`src/design/cs_pkg.sv`:
```
// constants for the chip-select decode block: register layouts, reset values, encodings
// assumes a 24-bit cpu address whose bits 23:20 copy bit 19
package cs_pkg;
  // ==========================================================
  // sizes
  localparam int NUM_GEN = 11;
  localparam int NUM_SEL = 12;
  localparam int BOOT_IDX = 11;
  // ==========================================================
  // base register layout
  localparam int BASE_ADDR_HI = 15;
  localparam int BASE_ADDR_LO = 3;
  localparam int BASE_BLK_HI = 2;
  localparam int BASE_BLK_LO = 0;
  localparam logic [15:0] GEN_BASE_RST = 16'h0000;
  localparam logic [15:0] BOOT_BASE_RST = 16'h0006;
  // ==========================================================
  // option register layout
  localparam int OPT_MODE = 15;
  localparam int OPT_BYTE_HI = 14;
  localparam int OPT_BYTE_LO = 13;
  localparam int OPT_RW_HI = 12;
  localparam int OPT_RW_LO = 11;
  localparam int OPT_STRB = 10;
  localparam int OPT_TACK_HI = 9;
  localparam int OPT_TACK_LO = 6;
  localparam int OPT_SPACE_HI = 5;
  localparam int OPT_SPACE_LO = 4;
  localparam int OPT_PRIO_HI = 3;
  localparam int OPT_PRIO_LO = 1;
  localparam int OPT_AUTOVEC = 0;
  localparam logic [15:0] GEN_OPT_RST = 16'h0000;
  localparam logic [15:0] BOOT_OPT_RST = 16'h7B60;
  // ==========================================================
  // encodings
  localparam logic [1:0] SPACE_CPU = 2'h0;
  localparam logic [1:0] SPACE_USER = 2'h1;
  localparam logic [1:0] SPACE_SUPV = 2'h2;
  localparam logic [1:0] SPACE_BOTH = 2'h3;
  localparam logic [1:0] BYTE_OFF = 2'h0;
  localparam logic [1:0] BYTE_LOWER = 2'h1;
  localparam logic [1:0] BYTE_UPPER = 2'h2;
  localparam logic [1:0] BYTE_BOTH = 2'h3;
  localparam logic [1:0] RW_READ = 2'h1;
  localparam logic [1:0] RW_WRITE = 2'h2;
  localparam logic [1:0] RW_BOTH = 2'h3;
  localparam logic [1:0] PA_PORT8 = 2'h2;
  localparam logic [1:0] PA_PORT16 = 2'h3;
  localparam logic [3:0] TACK_FAST = 4'hE;
  localparam logic [3:0] TACK_EXT = 4'hF;
  localparam logic [2:0] FCODE_CPU = 3'h7;
  localparam logic [2:0] PRIO_ANY = 3'h0;
  localparam logic [3:0] IACK_TYPE = 4'hF;
  // ==========================================================
  // configuration port selectors
  localparam logic [4:0] SEL_BASE0 = 5'h00;
  localparam logic [4:0] SEL_OPT0 = 5'h0C;
  localparam logic [4:0] SEL_PA_LOW = 5'h18;
  localparam logic [4:0] SEL_PA_HIGH = 5'h19;
  localparam int PA_LOW_W = 14;
  localparam int PA_HIGH_W = 10;
  // ==========================================================
  // slow bus clock phase: toggles once every ECLK_DIV cycles of ref_clk
  localparam int ECLK_DIV = 8;
  // data line whose strap gives the high pin-assign bit of each general select
  function automatic int strap_bit(input int k);
    int tbl[NUM_GEN];
    tbl = '{1, 1, 1, 2, 2, 2, 3, 4, 5, 6, 7};
    return tbl[k];
  endfunction : strap_bit
endpackage : cs_pkg

```
`src/design/cs_match.sv`:
```
// one chip-select compare unit: all qualifiers of one select against the current cycle
// assumes inputs are stable in the cycle they are looked at; purely combinational
`timescale 1ns/1ps
`default_nettype none
module cs_match (
  input wire logic [15:0] base,
  input wire logic [15:0] option,
  input wire logic [1:0] pin_field,
  input wire logic [23:0] addr,
  input wire logic [1:0] space,
  input wire logic is_read,
  input wire logic is_word,
  input wire logic is_iack,
  output logic hit
);
  // ==========================================================
  // field decode
  logic [1:0] byte_f;
  logic [1:0] rw_f;
  logic [1:0] space_f;
  logic [2:0] prio_f;
  logic [4:0] low_bit;
  logic [12:0] cmp_mask;
  logic addr_ok, space_ok, rw_ok, byte_ok, prio_ok, pin_ok;

  assign byte_f = option[cs_pkg::OPT_BYTE_HI:cs_pkg::OPT_BYTE_LO];
  assign rw_f = option[cs_pkg::OPT_RW_HI:cs_pkg::OPT_RW_LO];
  assign space_f = option[cs_pkg::OPT_SPACE_HI:cs_pkg::OPT_SPACE_LO];
  assign prio_f = option[cs_pkg::OPT_PRIO_HI:cs_pkg::OPT_PRIO_LO];

  // lowest address bit compared for each block size code
  always_comb begin
    case (base[cs_pkg::BASE_BLK_HI:cs_pkg::BASE_BLK_LO])
      3'h0: low_bit = 5'd11;
      3'h1: low_bit = 5'd13;
      3'h2: low_bit = 5'd14;
      3'h3: low_bit = 5'd16;
      3'h4: low_bit = 5'd17;
      3'h5: low_bit = 5'd18;
      3'h6: low_bit = 5'd19;
      default: low_bit = 5'd20;
    endcase
  end

  // base bits 15:3 face address bits 23:11
  genvar i;
  generate
    for (i = 0; i < 13; i++) begin : g_mask
      assign cmp_mask[i] = (5'(i + 11) >= low_bit);
    end
  endgenerate
  assign addr_ok = ((base[cs_pkg::BASE_ADDR_HI:cs_pkg::BASE_ADDR_LO] ^ addr[23:11])
                    & cmp_mask) == 13'h0000;

  assign space_ok = (space_f == cs_pkg::SPACE_BOTH && space != cs_pkg::SPACE_CPU)
                    || (space_f == space);
  assign rw_ok = (rw_f == cs_pkg::RW_BOTH) || (rw_f == cs_pkg::RW_READ && is_read)
                 || (rw_f == cs_pkg::RW_WRITE && !is_read);
  assign pin_ok = (pin_field == cs_pkg::PA_PORT8) || (pin_field == cs_pkg::PA_PORT16);

  // a disabled byte field keeps the select quiet on any port
  always_comb begin
    if (byte_f == cs_pkg::BYTE_OFF) begin
      byte_ok = 1'b0;
    end else if (pin_field == cs_pkg::PA_PORT8 || byte_f == cs_pkg::BYTE_BOTH) begin
      byte_ok = 1'b1;
    end else if (byte_f == cs_pkg::BYTE_UPPER) begin
      byte_ok = !addr[0];
    end else begin
      byte_ok = addr[0] || is_word;
    end
  end

  // priority only looked at in cpu space; zero mask takes any level
  assign prio_ok = (space_f != cs_pkg::SPACE_CPU) || !is_iack
                   || (prio_f == cs_pkg::PRIO_ANY) || (prio_f == addr[3:1]);

  assign hit = addr_ok && space_ok && rw_ok && byte_ok && prio_ok && pin_ok;
endmodule : cs_match
`default_nettype wire

```
`src/design/chip_select_iack_and_reset.sv`:
```
// chip-select decode with interrupt acknowledge support and strapped reset configuration
// assumes cpu cycle signals on ref_clk; data_in comes from pins and is synchronised here
`timescale 1ns/1ps
`default_nettype none
module chip_select_iack_and_reset (
  input wire logic ref_clk,
  input wire logic rst_n,
  // data lines read for reset straps
  input wire logic [7:0] data_in,
  // configuration write and read-back
  input wire logic cfg_wr,
  input wire logic [4:0] cfg_sel,
  input wire logic [15:0] cfg_wdata,
  output logic [15:0] cfg_rdata,
  // cpu cycle
  input wire logic cyc_active,
  input wire logic [23:0] cyc_addr,
  input wire logic [2:0] cyc_func_code,
  input wire logic cyc_read,
  input wire logic cyc_word,
  input wire logic address_strobe,
  input wire logic data_strobe,
  // interrupt acknowledge request
  input wire logic iack_req,
  input wire logic [2:0] iack_level,
  input wire logic iack_internal,
  // external bus
  output logic [23:0] ext_addr,
  output logic [2:0] function_code_lines,
  output logic [10:0] cs_n,
  output logic boot_select_n,
  output logic transfer_ack_n,
  output logic autovector_request_n,
  output logic boot_port_16
);
  // ==========================================================
  // registers
  logic [15:0] base_reg [cs_pkg::NUM_SEL];
  logic [15:0] opt_reg [cs_pkg::NUM_SEL];
  logic [cs_pkg::PA_LOW_W-1:0] pin_assign_reg_low;
  logic [cs_pkg::PA_HIGH_W-1:0] pin_assign_reg_high;
  logic [7:0] data_s1_reg, data_s2_reg;
  logic [23:0] strap_pa;
  logic [23:0] pa_all;

  // two flops before any logic reads the data pins
  always_ff @(posedge ref_clk) begin
    data_s1_reg <= data_in;
    data_s2_reg <= data_s1_reg;
  end

  // strap vector: field 0 is boot, fields 1..11 are general selects
  assign strap_pa[1:0] = {1'b1, data_s2_reg[0]};
  genvar k;
  generate
    for (k = 0; k < cs_pkg::NUM_GEN; k++) begin : g_strap
      assign strap_pa[2*k+3:2*k+2] = {data_s2_reg[cs_pkg::strap_bit(k)], 1'b1};
    end
  endgenerate
  assign pa_all = {pin_assign_reg_high, pin_assign_reg_low};

  // straps are caught on every edge while reset is held
  always_ff @(posedge ref_clk) begin
    if (!rst_n) begin
      pin_assign_reg_low <= strap_pa[cs_pkg::PA_LOW_W-1:0];
      pin_assign_reg_high <= strap_pa[23:cs_pkg::PA_LOW_W];
    end else if (cfg_wr && cfg_sel == cs_pkg::SEL_PA_LOW) begin
      pin_assign_reg_low <= cfg_wdata[cs_pkg::PA_LOW_W-1:0];
    end else if (cfg_wr && cfg_sel == cs_pkg::SEL_PA_HIGH) begin
      pin_assign_reg_high <= cfg_wdata[cs_pkg::PA_HIGH_W-1:0];
    end
  end

  // base and option registers with their reset defaults
  generate
    for (k = 0; k < cs_pkg::NUM_SEL; k++) begin : g_regs
      always_ff @(posedge ref_clk) begin
        if (!rst_n) begin
          if (k == cs_pkg::BOOT_IDX) begin
            base_reg[k] <= cs_pkg::BOOT_BASE_RST;
            opt_reg[k] <= cs_pkg::BOOT_OPT_RST;
          end else begin
            base_reg[k] <= cs_pkg::GEN_BASE_RST;
            opt_reg[k] <= cs_pkg::GEN_OPT_RST;
          end
        end else if (cfg_wr && cfg_sel == 5'(cs_pkg::SEL_BASE0 + k)) begin
          base_reg[k] <= cfg_wdata;
        end else if (cfg_wr && cfg_sel == 5'(cs_pkg::SEL_OPT0 + k)) begin
          opt_reg[k] <= cfg_wdata;
        end
      end
    end
  endgenerate

  // read-back of any register
  always_ff @(posedge ref_clk) begin
    if (!rst_n) begin
      cfg_rdata <= 16'h0000;
    end else if (cfg_sel < cs_pkg::SEL_OPT0) begin
      cfg_rdata <= base_reg[cfg_sel[3:0]];
    end else if (cfg_sel < cs_pkg::SEL_PA_LOW) begin
      cfg_rdata <= opt_reg[4'(cfg_sel - cs_pkg::SEL_OPT0)];
    end else if (cfg_sel == cs_pkg::SEL_PA_LOW) begin
      cfg_rdata <= {2'h0, pin_assign_reg_low};
    end else if (cfg_sel == cs_pkg::SEL_PA_HIGH) begin
      cfg_rdata <= {6'h00, pin_assign_reg_high};
    end else begin
      cfg_rdata <= 16'h0000;
    end
  end

  // ==========================================================
  // cycle address and space
  logic [23:0] eff_addr;
  logic [2:0] eff_func_code;
  logic [1:0] eff_space;
  logic eff_iack;

  always_comb begin
    if (iack_req) begin
      eff_func_code = cs_pkg::FCODE_CPU;
      eff_addr = {4'hF, cs_pkg::IACK_TYPE, 12'hFFF, iack_level, 1'b1};
    end else begin
      eff_func_code = cyc_func_code;
      eff_addr = {{4{cyc_addr[19]}}, cyc_addr[19:0]};
    end
  end

  always_comb begin
    if (eff_func_code == cs_pkg::FCODE_CPU) begin
      eff_space = cs_pkg::SPACE_CPU;
    end else if (eff_func_code[2]) begin
      eff_space = cs_pkg::SPACE_SUPV;
    end else begin
      eff_space = cs_pkg::SPACE_USER;
    end
  end
  assign eff_iack = (eff_space == cs_pkg::SPACE_CPU)
                    && (eff_addr[19:16] == cs_pkg::IACK_TYPE);

  // ==========================================================
  // compare units, boot select last
  logic [cs_pkg::NUM_SEL-1:0] hit;
  logic [1:0] pin_field [cs_pkg::NUM_SEL];
  generate
    for (k = 0; k < cs_pkg::NUM_SEL; k++) begin : g_match
      if (k == cs_pkg::BOOT_IDX) begin : g_boot
        assign pin_field[k] = pa_all[1:0];
      end else begin : g_gen
        assign pin_field[k] = pa_all[2*k+3:2*k+2];
      end
      cs_match u_match (
        .base(base_reg[k]),
        .option(opt_reg[k]),
        .pin_field(pin_field[k]),
        .addr(eff_addr),
        .space(eff_space),
        .is_read(cyc_read),
        .is_word(cyc_word),
        .is_iack(eff_iack),
        .hit(hit[k])
      );
    end
  endgenerate

  // ==========================================================
  // slow bus clock enable for synchronous mode
  logic [$clog2(cs_pkg::ECLK_DIV)-1:0] eclk_cnt_reg;
  logic eclk_phase_reg;
  always_ff @(posedge ref_clk) begin
    if (!rst_n) begin
      eclk_cnt_reg <= '0;
      eclk_phase_reg <= 1'b0;
    end else begin
      eclk_cnt_reg <= eclk_cnt_reg + 1'b1;
      if (eclk_cnt_reg == '1) begin
        eclk_phase_reg <= !eclk_phase_reg;
      end
    end
  end

  // ==========================================================
  // strobe timing per select
  logic [cs_pkg::NUM_SEL-1:0] qual;
  logic cyc_ok;
  // internal requests are answered by their own module, never by a select
  assign cyc_ok = cyc_active && !(eff_iack && iack_internal);
  generate
    for (k = 0; k < cs_pkg::NUM_SEL; k++) begin : g_qual
      always_comb begin
        if (opt_reg[k][cs_pkg::OPT_MODE]) begin
          qual[k] = eclk_phase_reg;
        end else if (opt_reg[k][cs_pkg::OPT_STRB]) begin
          qual[k] = data_strobe;
        end else begin
          qual[k] = address_strobe;
        end
      end
    end
  endgenerate

  // ==========================================================
  // winning select for termination: lowest general index, boot last
  logic [3:0] win_idx;
  logic win_any;
  always_comb begin
    win_idx = 4'(cs_pkg::BOOT_IDX);
    win_any = cyc_ok && hit[cs_pkg::BOOT_IDX];
    for (int j = cs_pkg::NUM_GEN - 1; j >= 0; j--) begin
      if (cyc_ok && hit[j]) begin
        win_idx = 4'(j);
        win_any = 1'b1;
      end
    end
  end

  logic [3:0] win_tack_code;
  logic win_autovec;
  assign win_tack_code = opt_reg[win_idx][cs_pkg::OPT_TACK_HI:cs_pkg::OPT_TACK_LO];
  // autovector only counts in cpu space
  assign win_autovec = opt_reg[win_idx][cs_pkg::OPT_AUTOVEC]
                    && opt_reg[win_idx][cs_pkg::OPT_SPACE_HI:cs_pkg::OPT_SPACE_LO]
                       == cs_pkg::SPACE_CPU;

  // wait-state counter, runs from the start of each cycle
  logic [3:0] wait_cnt_reg;
  always_ff @(posedge ref_clk) begin
    if (!rst_n || !cyc_active) begin
      wait_cnt_reg <= 4'h0;
    end else if (wait_cnt_reg != 4'hF) begin
      wait_cnt_reg <= wait_cnt_reg + 4'h1;
    end
  end

  // ==========================================================
  // registered outputs
  always_ff @(posedge ref_clk) begin
    if (!rst_n) begin
      cs_n <= 11'h7FF;
      boot_select_n <= 1'b1;
    end else begin
      cs_n <= ~(hit[cs_pkg::NUM_GEN-1:0] & qual[cs_pkg::NUM_GEN-1:0]
               & {cs_pkg::NUM_GEN{cyc_ok}});
      boot_select_n <= !(cyc_ok && hit[cs_pkg::BOOT_IDX] && qual[cs_pkg::BOOT_IDX]);
    end
  end

  always_ff @(posedge ref_clk) begin
    if (!rst_n) begin
      ext_addr <= 24'h000000;
      function_code_lines <= 3'h0;
    end else begin
      ext_addr <= eff_addr;
      function_code_lines <= eff_func_code;
    end
  end

  // autovector ends a vectorless acknowledge; otherwise transfer ack after waits
  always_ff @(posedge ref_clk) begin
    if (!rst_n) begin
      autovector_request_n <= 1'b1;
      transfer_ack_n <= 1'b1;
    end else if (win_any && eff_iack && win_autovec) begin
      autovector_request_n <= 1'b0;
      transfer_ack_n <= 1'b1;
    end else if (win_any && win_tack_code == cs_pkg::TACK_FAST) begin
      autovector_request_n <= 1'b1;
      transfer_ack_n <= 1'b0;
    end else begin
      autovector_request_n <= 1'b1;
      transfer_ack_n <= !(win_any && win_tack_code != cs_pkg::TACK_EXT
                          && wait_cnt_reg >= win_tack_code);
    end
  end

  // boot port is 16 bits when the whole boot pin field equals PA_PORT16
  always_ff @(posedge ref_clk) begin
    if (!rst_n) begin
      boot_port_16 <= 1'b0;
    end else begin
      boot_port_16 <= pa_all[1:0] == cs_pkg::PA_PORT16;
    end
  end
endmodule : chip_select_iack_and_reset
`default_nettype wire

```
`config.mk`:
```
export PLATFORM = sky130hd
export DESIGN_NAME = chip_select_iack_and_reset
export DESIGN_NICKNAME = d
export VERILOG_FILES = /design/src/design/cs_pkg.sv /design/src/design/cs_match.sv /design/src/design/chip_select_iack_and_reset.sv
export SDC_FILE = /design/constraint.sdc
export NUM_CORES = 1
export LEC_CHECK = 0
export BUFFER_PORTS_ARGS = -buffer_cell sky130_fd_sc_hd__buf_2
export CORE_UTILIZATION = 32
export DETAILED_ROUTE_END_ITERATION = 10
export HOLD_SLACK_MARGIN = 0.12
export PLACE_DENSITY = 0.55
export SYNTH_ARGS = -nofsm -noshare
export SYNTH_HDL_FRONTEND = slang
export SYNTH_SLANG_ARGS = --single-unit
```
`constraint.sdc`:
```
create_clock -name ref_clk -period 5.26 [get_ports ref_clk]
set_input_delay 0.526 -clock ref_clk [delete_from_list [all_inputs] [get_ports ref_clk]]
set_output_delay 0.526 -clock ref_clk [all_outputs]
set_load 0.01 [all_outputs]
```
==> summary.md, run 1 <==
| Metric | Value |
|---|---|
| Leading area contributor after synthesis | edfxtp_1 |
| Setup tns final | 0 ns |
| Fin util | 0.386 |
| Initial Util | 0.323 |
| Min Hold Slack | 0.191 ns |
| First-pass GRT wire length | 164 mm |
| Initial antenna violation count | 11 |
| Share of cells above drive strength 1 | 0.227 |
| Layout Cells excl Fill | 3,905 |
| Crit Path Category | input pin to register |
| Max Fclk | 0.195 GHz |
| IO Port Bufs | 122 |
| HP Class | input pin to register |
| Arrival @ worst endpoint | 5.67 ns |
| CP max FO | 7 |
| Synth Cell Area | 27,000 µm² |
| Synth Area in Compound Gates | 0.105 |
| Root buffer cell | clkbuf_16 |
| Commonest cells after routing, fill and taps aside | edfxtp_1, buf_4, nor2_1 |
| Wire per inst | 30.2 µm |
| Async set-or-reset flop fraction in the synthesized netlist | 0 |
| Status | completed |
| Main combinational cell family by area after synthesis | simple AND/OR/NAND/NOR gates |
| Clock tree from TritonCTS | yes |
| Rows | 106 |
| Post-synthesis adder-cell area fraction | 0.00546 |
| R2R Path Start | base_reg[8][12] |
| Core Region | 83,700 µm² |
| Bufs on Longest Clock Path | 3 |
| Top sig layer | met5 |
| Inst Count DP | 3,782 |
| Area growth, synth to finish | 19.3% |
| Synth Area in Simple Gates | 0.202 |
| Required time of the critical path | 5.80 ns |
| Pleak | 12.5 nW |
| Clk_lat worst skew | 0.63 ns |
| Total CTS buffers | 55 |
| CTS clk-pin slew, worst paths | 0.06 ns |
| CTS H-tree lvls | 2 |
| Synth warn | 0 |
| # setup viols final | 0 |
| Hold_sp | cfg_wdata[9] |
| Library cells used by synthesis | 96 |
| Most common cell after layout, fill and taps aside | edfxtp_1 |
| GRT Residual Overflow | 0 |
| Routed vias/inst | 5.92 |
| Vias in the first global route | 21,828 |
| DIE HEIGHT | 293 µm |
| Synth top area share | 0.440 |
| Sequential element share of the synthesized area | 0.506 |
| Largest net degree at the start of global routing | 91 |
| Synthesized area per cell | 11.0 µm² |
| Pwr per Cell Area | 306 nW/µm² |
| Post-route ant nets | 0 |
| Met3 Wirelength | 13.0 mm |
| Critical Path Source Type | input pin |
| Cells after synthesis | 2,466 |
| Synth Register Bits | 486 |
| Filler cell count | 8,078 |
| Syn_nets | 2,546 |
| Slew Limit Fails | 0 |
| Critical path launch point | cyc_addr[18] |
| CP endpoint kind | register |
| Final Cycle Share | 0.976 |
| M1 WL | 49.2 mm |
| Post-synthesis mux area share | 0.114 |
| GP Congestion | 1.03 |
| Initial DRC Count | 3,463 |
| # DRC | 0 |
| Worst relative slew slack | 0.147 |
| Met2 wire len | 50.9 mm |
| Peak VDD IR | 0.217 mV |
| Post-Synth XOR/XNOR Area | 0.0321 |
| Fin crit period | 5.13 ns |
| Tot GR Track Use | 0.271 |
| Die W | 293 µm |
| Final #Nets | 2,800 |
| I/O pins | 127 |
| Clock sink count | 486 |
| Synth top area cells | edfxtp_1, mux4_2, dfxtp_1 |
| Worst Tran Pin Value | 1.28 ns |
| Die ar. | 85,700 µm² |
| Main synth FF type | edfxtp_1 |
| Max Clock Skew | 0.0205 ns |
| DR vias | 23,124 |
| Post-DP HPWL | 86.6 mm |
| DRT Wirelength | 118 mm |
| Post-synth EDFFs | 396 |
| Max cap viols | 0 |
| Drt pass-1 iters | 6 |
| Fin. Hold Viols | 0 |
-- cell families (layout without fill, tap and decap cells) --
kind of cell             Yosys count  after routing
XOR/XNOR                          99             99
AND/OR/NAND/NOR                 1051           1051
AO/OA/AOI/OAI                    411            411
adder cells (fa/ha/maj)           12             12
other                              0              5
multiplexers                     183            183
flip-flops                       486            486
buffers and inverters            224            524
-- power breakdown --
part           total [mW]  switching (mW)  internal (mW)
clock network        3.84            1.66           2.18
registers            4.57           0.198           4.38
logic                1.45           0.920          0.532
-- per-stage QoR --
stage / power, mW / cell area, µm² / worst slack, ns
global placement: 6.04 / 30300 / -0.434
global route: 10.1 / 32300 / -0.0372
CTS: 9.86 / 32200 / 0.121
floorplan: 5.32 / 27000 / 0.393
finish: 9.87 / 32300 / 0.128
detailed placement: 6.05 / 30300 / -0.320
-- routing by layer --
metal / vias up / GRT usage
met5: - / 0
met2: 1497 / 0.408
met4: 4 / 0.0979
li1: 9871 / -
met3: 248 / 0.0531
met1: 11504 / 0.384
-- worst max-delay path, cell delays in order --
cell and delay [ns]:
buf_2 0.21, and4_1 0.29, a41o_1 0.49, buf_4 0.23
o311ai_0 0.31, buf_4 0.25, o22ai_1 0.33, nor3_1 0.14
buf_4 0.17, nor3b_1 0.62, nand2b_1 0.32, nor2_1 0.08
a2111oi_0 0.41, a211o_1 0.21, inv_1 0.05, ha_1 0.25
nand2b_1 0.14, a21o_1 0.17, a21o_1 0.17, a21oi_1 0.13
o31ai_1 0.10, o2111ai_2 0.08
-- worst paths after layout --
check                    to  slack [ns]  cells after the start
min          opt_reg[11][9]        0.19                      2
min reg2reg  data_s2_reg[0]        0.32                      0
max          transfer_ack_n        0.13                     22
max reg2reg  transfer_ack_n        0.13                     20
-- synth_stat cells (9+ instances only) --
cell	number
o211ai_1	17
a21o_1	15
buf_6	9
or3_1	44
ha_1	11
or4_1	21
o21ai_0	73
nor4_1	18
nand2b_1	10
o22ai_1	20
a21oi_1	91
nor2_1	257
mux2i_1	75
and3_1	249
nand2_1	201
xnor2_1	60
nand3b_1	11
nor2b_1	18
a211oi_1	13
nor3_1	49
buf_2	18
dfxtp_1	90
buf_1	20
clkbuf_1	148
o21ai_1	9
edfxtp_1	396
xor2_1	39
and4_1	11
o21a_1	9
a31oi_1	23
nand3_1	67
inv_1	20
nand4_1	19
o31ai_1	14
o311ai_0	19
and2_1	32
mux4_2	98
-- cell type report --
| type | count | area (µm²) | share of cell area |
|---|---|---|---|
| antenna | 5 | 12.5 | 0.000388 |
| clock buffer | 81 | 1650 | 0.0511 |
| clock inverter | 22 | 144 | 0.00446 |
| inverter | 21 | 78.8 | 0.00244 |
| multi-input combinational | 1756 | 12400 | 0.385 |
| sequential | 486 | 13700 | 0.424 |
| tap | 1134 | 1420 | 0.0440 |
| timing repair buffer | 400 | 2850 | 0.0884 |
-- timing repair --
item                       in CTS  in global routing
hold endpoints to repair       15                  0
hold buffers                   15                  0
resized for setup               0                  1
setup buffers                   0                  0
setup endpoints to repair       0                  1
No activity file was read; power rests on OpenSTA's default activity.
==> run 2, diff against run 1 <==
Settings changed: SYNTH_HIERARCHICAL set to 1.
==> summary.md, run 2 <==
| Metric | Value |
|---|---|
| # DRC | 0 (unchanged) |
| I/O pins | 127 (unchanged) |
| Bufs on Longest Clock Path | 3 (unchanged) |
| Main synth FF type | edfxtp_1 |
| Die ar. | 80,800 µm² (-5.6%) |
| Clock sink count | 486 (unchanged) |
| Cells after synthesis | 2,177 (-12%) |
| CTS resizes | 0 (unchanged) |
| Layout Cells excl Fill | 3,463 (-11%) |
| Synth Area in Compound Gates | 0.0801 (-0.0248) |
| Area growth, synth to finish | 17.3% |
| Fin. Hold Viols | 0 (unchanged) |
| Core Region | 78,900 µm² (-5.8%) |
| Synth top area share | 0.466 (+0.0265) |
| Library cells used by synthesis | 70 (-27%) |
| DRT Wirelength | 92.2 mm (-22%) |
| Initial Util | 0.323 (about the same) |
| # setup viols final | 0 (unchanged) |
| Post-synthesis adder-cell area fraction | 0.00540 (-0.0000636) |
| Async set-or-reset flop fraction in the synthesized netlist | 0 (unchanged) |
| First-pass GRT wire length | 133 mm (-19%) |
| Setup Buffers After CTS | 0 (unchanged) |
| Rows | 103 (-2.8%) |
| DR vias | 19,387 (-16%) |
| Clk_lat worst skew | 0.63 ns (about the same) |
| Vias in the first global route | 19,051 (-13%) |
| Synth warn | 6 (+6) |
| Crit Path Category | input pin to register |
| CP endpoint kind | register |
| Die W | 284 µm (-2.9%) |
| CTS clk-pin slew, worst paths | 0.06 ns (about the same) |
| Routed vias/inst | 5.60 (-5.5%) |
| Status | completed |
| Pwr Total | 9.61 mW (-2.6%) |
| Wire per inst | 26.6 µm (-12%) |
| Final #Nets | 2,444 (-13%) |
| Share of cells above drive strength 1 | 0.200 (-0.0266) |
| Peak VDD IR | 0.238 mV (+9.6%) |
| Fin util | 0.379 (-0.00615) |
| IO Port Bufs | 122 (unchanged) |
| Slew Limit Fails | 0 (unchanged) |
| Max cap viols | 0 (unchanged) |
| DIE HEIGHT | 284 µm (-2.9%) |
| Post-DP HPWL | 67.3 mm (-22%) |
| Worst Tran Pin Value | 1.10 ns (-0.174 ns) |
| Synth top area cells | edfxtp_1, mux4_2, dfxtp_1 |
| Most common cell in the netlist | edfxtp_1 |
| Largest net degree at the start of global routing | 105 (+15%) |
| Critical Path Source Type | input pin |
| Initial antenna violation count | 7 (-4) |
| Inst Count DP | 3,350 (-11%) |
| Post-synth top cells | edfxtp_1, and2_1, nor2_1 |
| Post-route ant nets | 0 (unchanged) |
| Fin crit period | 4.85 ns (-0.284 ns) |
| Synth Area in Simple Gates | 0.177 (-0.0248) |
| Main combinational cell family by area after synthesis | simple AND/OR/NAND/NOR gates |
| Pwr per Cell Area | 321 nW/µm² (+5.0%) |
| Drt pass-1 iters | 6 (unchanged) |
| Commonest cells after routing, fill and taps aside | edfxtp_1, and2_1, nor2_1 |
| HP Class | input pin to register |
| Clock tree from TritonCTS | yes |
| GRT Residual Overflow | 0 (unchanged) |
| Synth Register Bits | 486 (unchanged) |
| Root buffer cell | clkbuf_16 |
| Most common cell after layout, fill and taps aside | edfxtp_1 |
| Synthesized area per cell | 11.7 µm² (+6.8%) |
| Pleak | 10.7 nW (-15%) |
| Leading area contributor after synthesis | edfxtp_1 |
| Sequential element share of the synthesized area | 0.537 (+0.0305) |
| Arrival @ worst endpoint | 5.40 ns (-0.27 ns) |
| Max Fclk | 0.206 GHz (+5.8%) |
| CTS H-tree lvls | 2 (unchanged) |
| Tot GR Track Use | 0.224 (-0.0465) |
| Hold buffers post-CTS | 8 (-7) |
| Post-synth EDFFs | 396 (unchanged) |
| Unrepaired setup endpoints after global routing | false |
| Post-synthesis mux area share | 0.107 (-0.00625) |
| CP max FO | 11 (+4) |
| Required time of the critical path | 5.81 ns (about the same) |
| Initial DRC Count | 2,248 (-35%) |
| GP Congestion | 0.962 (-6.3%) |
| Max Clock Skew | 0.0275 ns (+0.00703 ns) |
| Worst relative slew slack | 0.263 (+0.116) |
| Post-Synth XOR/XNOR Area | 0.0666 (+0.0346) |
| Final Cycle Share | 0.922 (-0.0539) |
| Synth Cell Area | 25,500 µm² (-5.7%) |
| Syn_nets | 2,257 (-11%) |
| Total CTS buffers | 54 (-1.8%) |
## run 2: changes by cell type after synthesis, moves of 21 or more
cell,change
and3_1,-183
nand3_1,-25
o2111ai_1,+21
and2_1,+169
clkbuf_1,-48
mux2i_1,-25
nand2_1,-28
xnor2_1,+74
or4_1,-21
o21ai_0,-38
xor2_1,+21
nor2_1,-56
or3_1,-22
## run 2: critical path, cell delays in order
cell and delay [ns]:
buf_2 0.18, or2_2 0.49, buf_4 0.22, xnor2_1 0.20, a21oi_1 0.09, o21ai_0 0.25
a31oi_1 0.12, buf_4 0.16, nor4_2 0.46, buf_4 0.26, nor2_1 0.10, o311ai_1 0.09
buf_4 0.18, nand3_2 0.12, mux2i_1 0.17, mux2_2 0.26, a211oi_1 0.35, ha_1 0.30
nand2b_1 0.14, a21o_1 0.17, a21oi_1 0.15, nor2b_1 0.07, o32a_1 0.17, o21ai_1 0.14
## run 2: layout make-up
| class | count | area, µm² |
|---|---|---|
| antenna | 3 | 7.51 |
| clock buffer | 71 | 1490 |
| clock inverter | 31 | 295 |
| fill | 7625 | 48900 |
| inverter | 46 | 173 |
| multi-input combinational | 1523 | 11200 |
| sequential | 486 | 13700 |
| tap | 1050 | 1310 |
| timing repair buffer | 253 | 1730 |
## run 2: per-stage QoR
stage | instance area, µm² | hold WS [ns] | worst slack [ns] | setup TNS (ns)
final | 29900 | 0.162 | 0.411 | 0
after global routing | 29900 | 0.174 | 0.204 | 0
after global placement | 28100 | 0.316 | -0.108 | -0.108
after floorplan | 25600 | 0.310 | 0.0529 | 0
after detailed placement | 28100 | 0.316 | -0.118 | -0.118
after CTS | 29900 | 0.138 | 0.520 | 0
## run 2: layer usage
layer	wire [µm]	vias up	track usage	part of all wire
met3	7680	165	0.0393	0.083
met5	53	-	0	0.00057
li1	-	8429	-	-
met2	42000	969	0.351	0.46
met1	39000	9814	0.308	0.42
met4	3510	10	0.0845	0.038
## run 2: logic make-up after synthesis
group / count (synthesis)
AO/OA/AOI/OAI: 293
XOR/XNOR: 194
adder cells (fa/ha/maj): 11
buffers and inverters: 168
flip-flops: 486
multiplexers: 153
AND/OR/NAND/NOR: 872
## run 2: path summary, 6_finish.rpt
kind,from,end,slack [ns],cells after the start
setup / recovery,iack_req,transfer_ack_n,0.41,24
hold / removal,cyc_func_code[1],function_code_lines[1],0.16,3
setup reg to reg,base_reg[10][7],transfer_ack_n,0.72,20
hold reg to reg,data_s1_reg[5],data_s2_reg[5],0.33,0
## run 2: power by group
| group | switching (mW) | leakage, nW | total, mW | internal (mW) |
|---|---|---|---|---|
| clock network | 1.63 | 0.881 | 3.86 | 2.24 |
| registers | 0.182 | 4.53 | 4.56 | 4.38 |
| logic | 0.737 | 5.30 | 1.19 | 0.449 |
==> run 3, diff against run 2 <==
Settings changed: CORE_MARGIN set to 1.5.
==> summary.md, run 3 (same netlist as run 2, synthesis figures left out) <==
| Metric | Value |
|---|---|
| Status | completed |
| Max Clock Skew | 0.0309 ns (+0.00334 ns) |
| Max Fclk | 0.205 GHz (-0.66%) |
| I/O pins | 127 (unchanged) |
| Clock sink count | 486 (unchanged) |
| Worst relative slew slack | 0.205 (-0.0581) |
| Vias in the first global route | 19,023 (-0.15%) |
| Min Hold Slack | 0.174 ns (+0.0120 ns) |
| Required time of the critical path | 5.79 ns (-0.02 ns) |
| Tot GR Track Use | 0.216 (-0.00797) |
| Die ar. | 81,400 µm² (+0.70%) |
| Die W | 285 µm (+0.35%) |
| CP max FO | 13 (+2) |
| # setup viols final | 0 (unchanged) |
| Initial antenna violation count | 9 (+2) |
| Reg-to-Reg End | transfer_ack_n |
| Clock tree from TritonCTS | yes |
| Final Instance Area | 29,900 µm² (about the same) |
| FF+latch area | 13,700 µm² (unchanged) |
| Unrepaired setup endpoints after global routing | false |
| GRT Residual Overflow | 0 (unchanged) |
| Fin crit period | 4.88 ns (+0.0324 ns) |
| DIE HEIGHT | 285 µm (+0.35%) |
| Final Cycle Share | 0.928 (+0.00617) |
| Arrival @ worst endpoint | 5.42 ns (+0.02 ns) |
| Most common cell after layout, fill and taps aside | edfxtp_1 |
| Critical Path Source Type | input pin |
| IO Port Bufs | 122 (unchanged) |
| Largest net degree at the start of global routing | 64 (-39%) |
| Fin. Hold Viols | 0 (unchanged) |
| Multi-input gate area | 11,200 µm² (unchanged) |
| Final #Nets | 2,435 (-0.37%) |
| Setup Buffers After CTS | 0 (unchanged) |
| Rows | 103 (unchanged) |
| Core Region | 79,000 µm² (+0.16%) |
| Pleak | 10.7 nW (-0.24%) |
| Initial DRC Count | 2,047 (-8.9%) |
| Area after DPL | 28,000 µm² (-0.34%) |
| Post-route ant nets | 0 (unchanged) |
| Reg2reg setup slack | 0.64 ns (-0.08 ns) |
| First-pass GRT wire length | 130 mm (-2.1%) |
| Total CTS buffers | 56 (+3.7%) |
| Clk_lat worst skew | 0.63 ns (about the same) |
| HP Class | input pin to register |
| Initial Util | 0.323 (-0.000528) |
| Critical path launch point | iack_req |
| CP endpoint kind | register |
| Drt pass-1 iters | 6 (unchanged) |
| Filler cell count | 7,679 (+0.71%) |
| R2R Path Start | base_reg[2][6] |
| Pre-CTS setup slack | -0.176 ns (-0.0581 ns) |
| DR vias | 19,104 (-1.5%) |
| Worst-case reg-to-reg path depth | 18 (-10%) |
| Final worst slack | 0.379 ns (-0.0324 ns) |
| Routed vias/inst | 5.54 (-1.1%) |
| Max cap viols | 0 (unchanged) |
| GP Congestion | 0.924 (-3.9%) |
| Area growth, synth to finish | 17.4% (about the same) |
| Root buffer cell | clkbuf_16 |
| Share of cells above drive strength 1 | 0.197 (-0.00375) |
| Slew Limit Fails | 0 (unchanged) |
| Worst Tran Pin Value | 1.19 ns (+0.0848 ns) |
| CTS clk-pin slew, worst paths | 0.06 ns (about the same) |
| Post-DP HPWL | 65.5 mm (-2.7%) |
| DRT Wirelength | 89.5 mm (-3.0%) |
| CTS H-tree lvls | 2 (unchanged) |
| Crit Path Category | input pin to register |
| Commonest cells after routing, fill and taps aside | edfxtp_1, and2_1, nor2_1 |
| Pwr per Cell Area | 328 nW/µm² (+2.0%) |
| Peak VDD IR | 0.239 mV (+0.39%) |
| Wire per inst | 25.9 µm (-2.6%) |
| # DRC | 0 (unchanged) |
| Bufs on Longest Clock Path | 3 (unchanged) |
| CP Capture Point | transfer_ack_n |
==> run 3: layout make-up <==
class,count,share of cell area
diodes,1,0.0000836
multi-input cells,1523,0.375
flip-flops and latches,486,0.457
inverters,46,0.00577
repair buffers,242,0.0544
clock inverters,25,0.0116
clock buffers,78,0.0520
well taps,1050,0.0439
==> run 3: through the flow <==
step / std cells / util / TNS (ns) / total power, mW
after CTS: 3450 / 0.379 / 0 / 9.86
final: 3451 / 0.379 / 0 / 9.81
after global placement: 3339 / 0.354 / -0.187 / 5.75
after detailed placement: 3339 / 0.354 / -0.176 / 5.77
after floorplan: 2177 / - / 0 / 5.26
after global routing: 3451 / 0.379 / 0 / 10.1
==> run 3: worst max-delay path, cell delays in order <==
cell and delay, ns:
buf_2 0.15, or2_2 0.51, xnor2_1 0.28, a21oi_1 0.09, o21ai_0 0.27, a31oi_1 0.21, nor4_2 0.62, nor2b_1 0.10
o21bai_1 0.36, o21a_1 0.42, buf_4 0.19, and3_1 0.15, o32ai_1 0.11, or4_4 0.45, ha_1 0.29, a21o_1 0.15
a21oi_1 0.14, nor2b_1 0.06, o32a_1 0.16, o21ai_1 0.14
==> run 3: worst min-delay path by stage <==
stage,startpoint,endpoint,cells after the start
finish,cyc_func_code[1],function_code_lines[1],3
CTS,cyc_func_code[1],function_code_lines[1],3
detailed placement,data_s1_reg[3],data_s2_reg[3],0
global route,cyc_func_code[1],function_code_lines[1],3
floorplan,data_s1_reg[0],data_s2_reg[0],0
global placement,data_s1_reg[1],data_s2_reg[1],0
==> run 3: power breakdown <==
part	total, mW	switching (mW)	internal, mW
logic	1.15	0.714	0.439
clock network	4.10	1.65	2.45
registers	4.56	0.180	4.38
==> run 3: per-layer routing <==
layer | routed length, µm | GRT usage | part of all wire
met1 | 38100 | 0.297 | 0.43
met3 | 7670 | 0.0406 | 0.086
met5 | 63 | 0 | 0.00070
met4 | 3030 | 0.0731 | 0.034
met2 | 40600 | 0.342 | 0.45
==> run 3: timing repair <==
action,CTS,global route
endpoints found under the hold margin,8,0
resized for setup,0,0
hold buffers,8,0
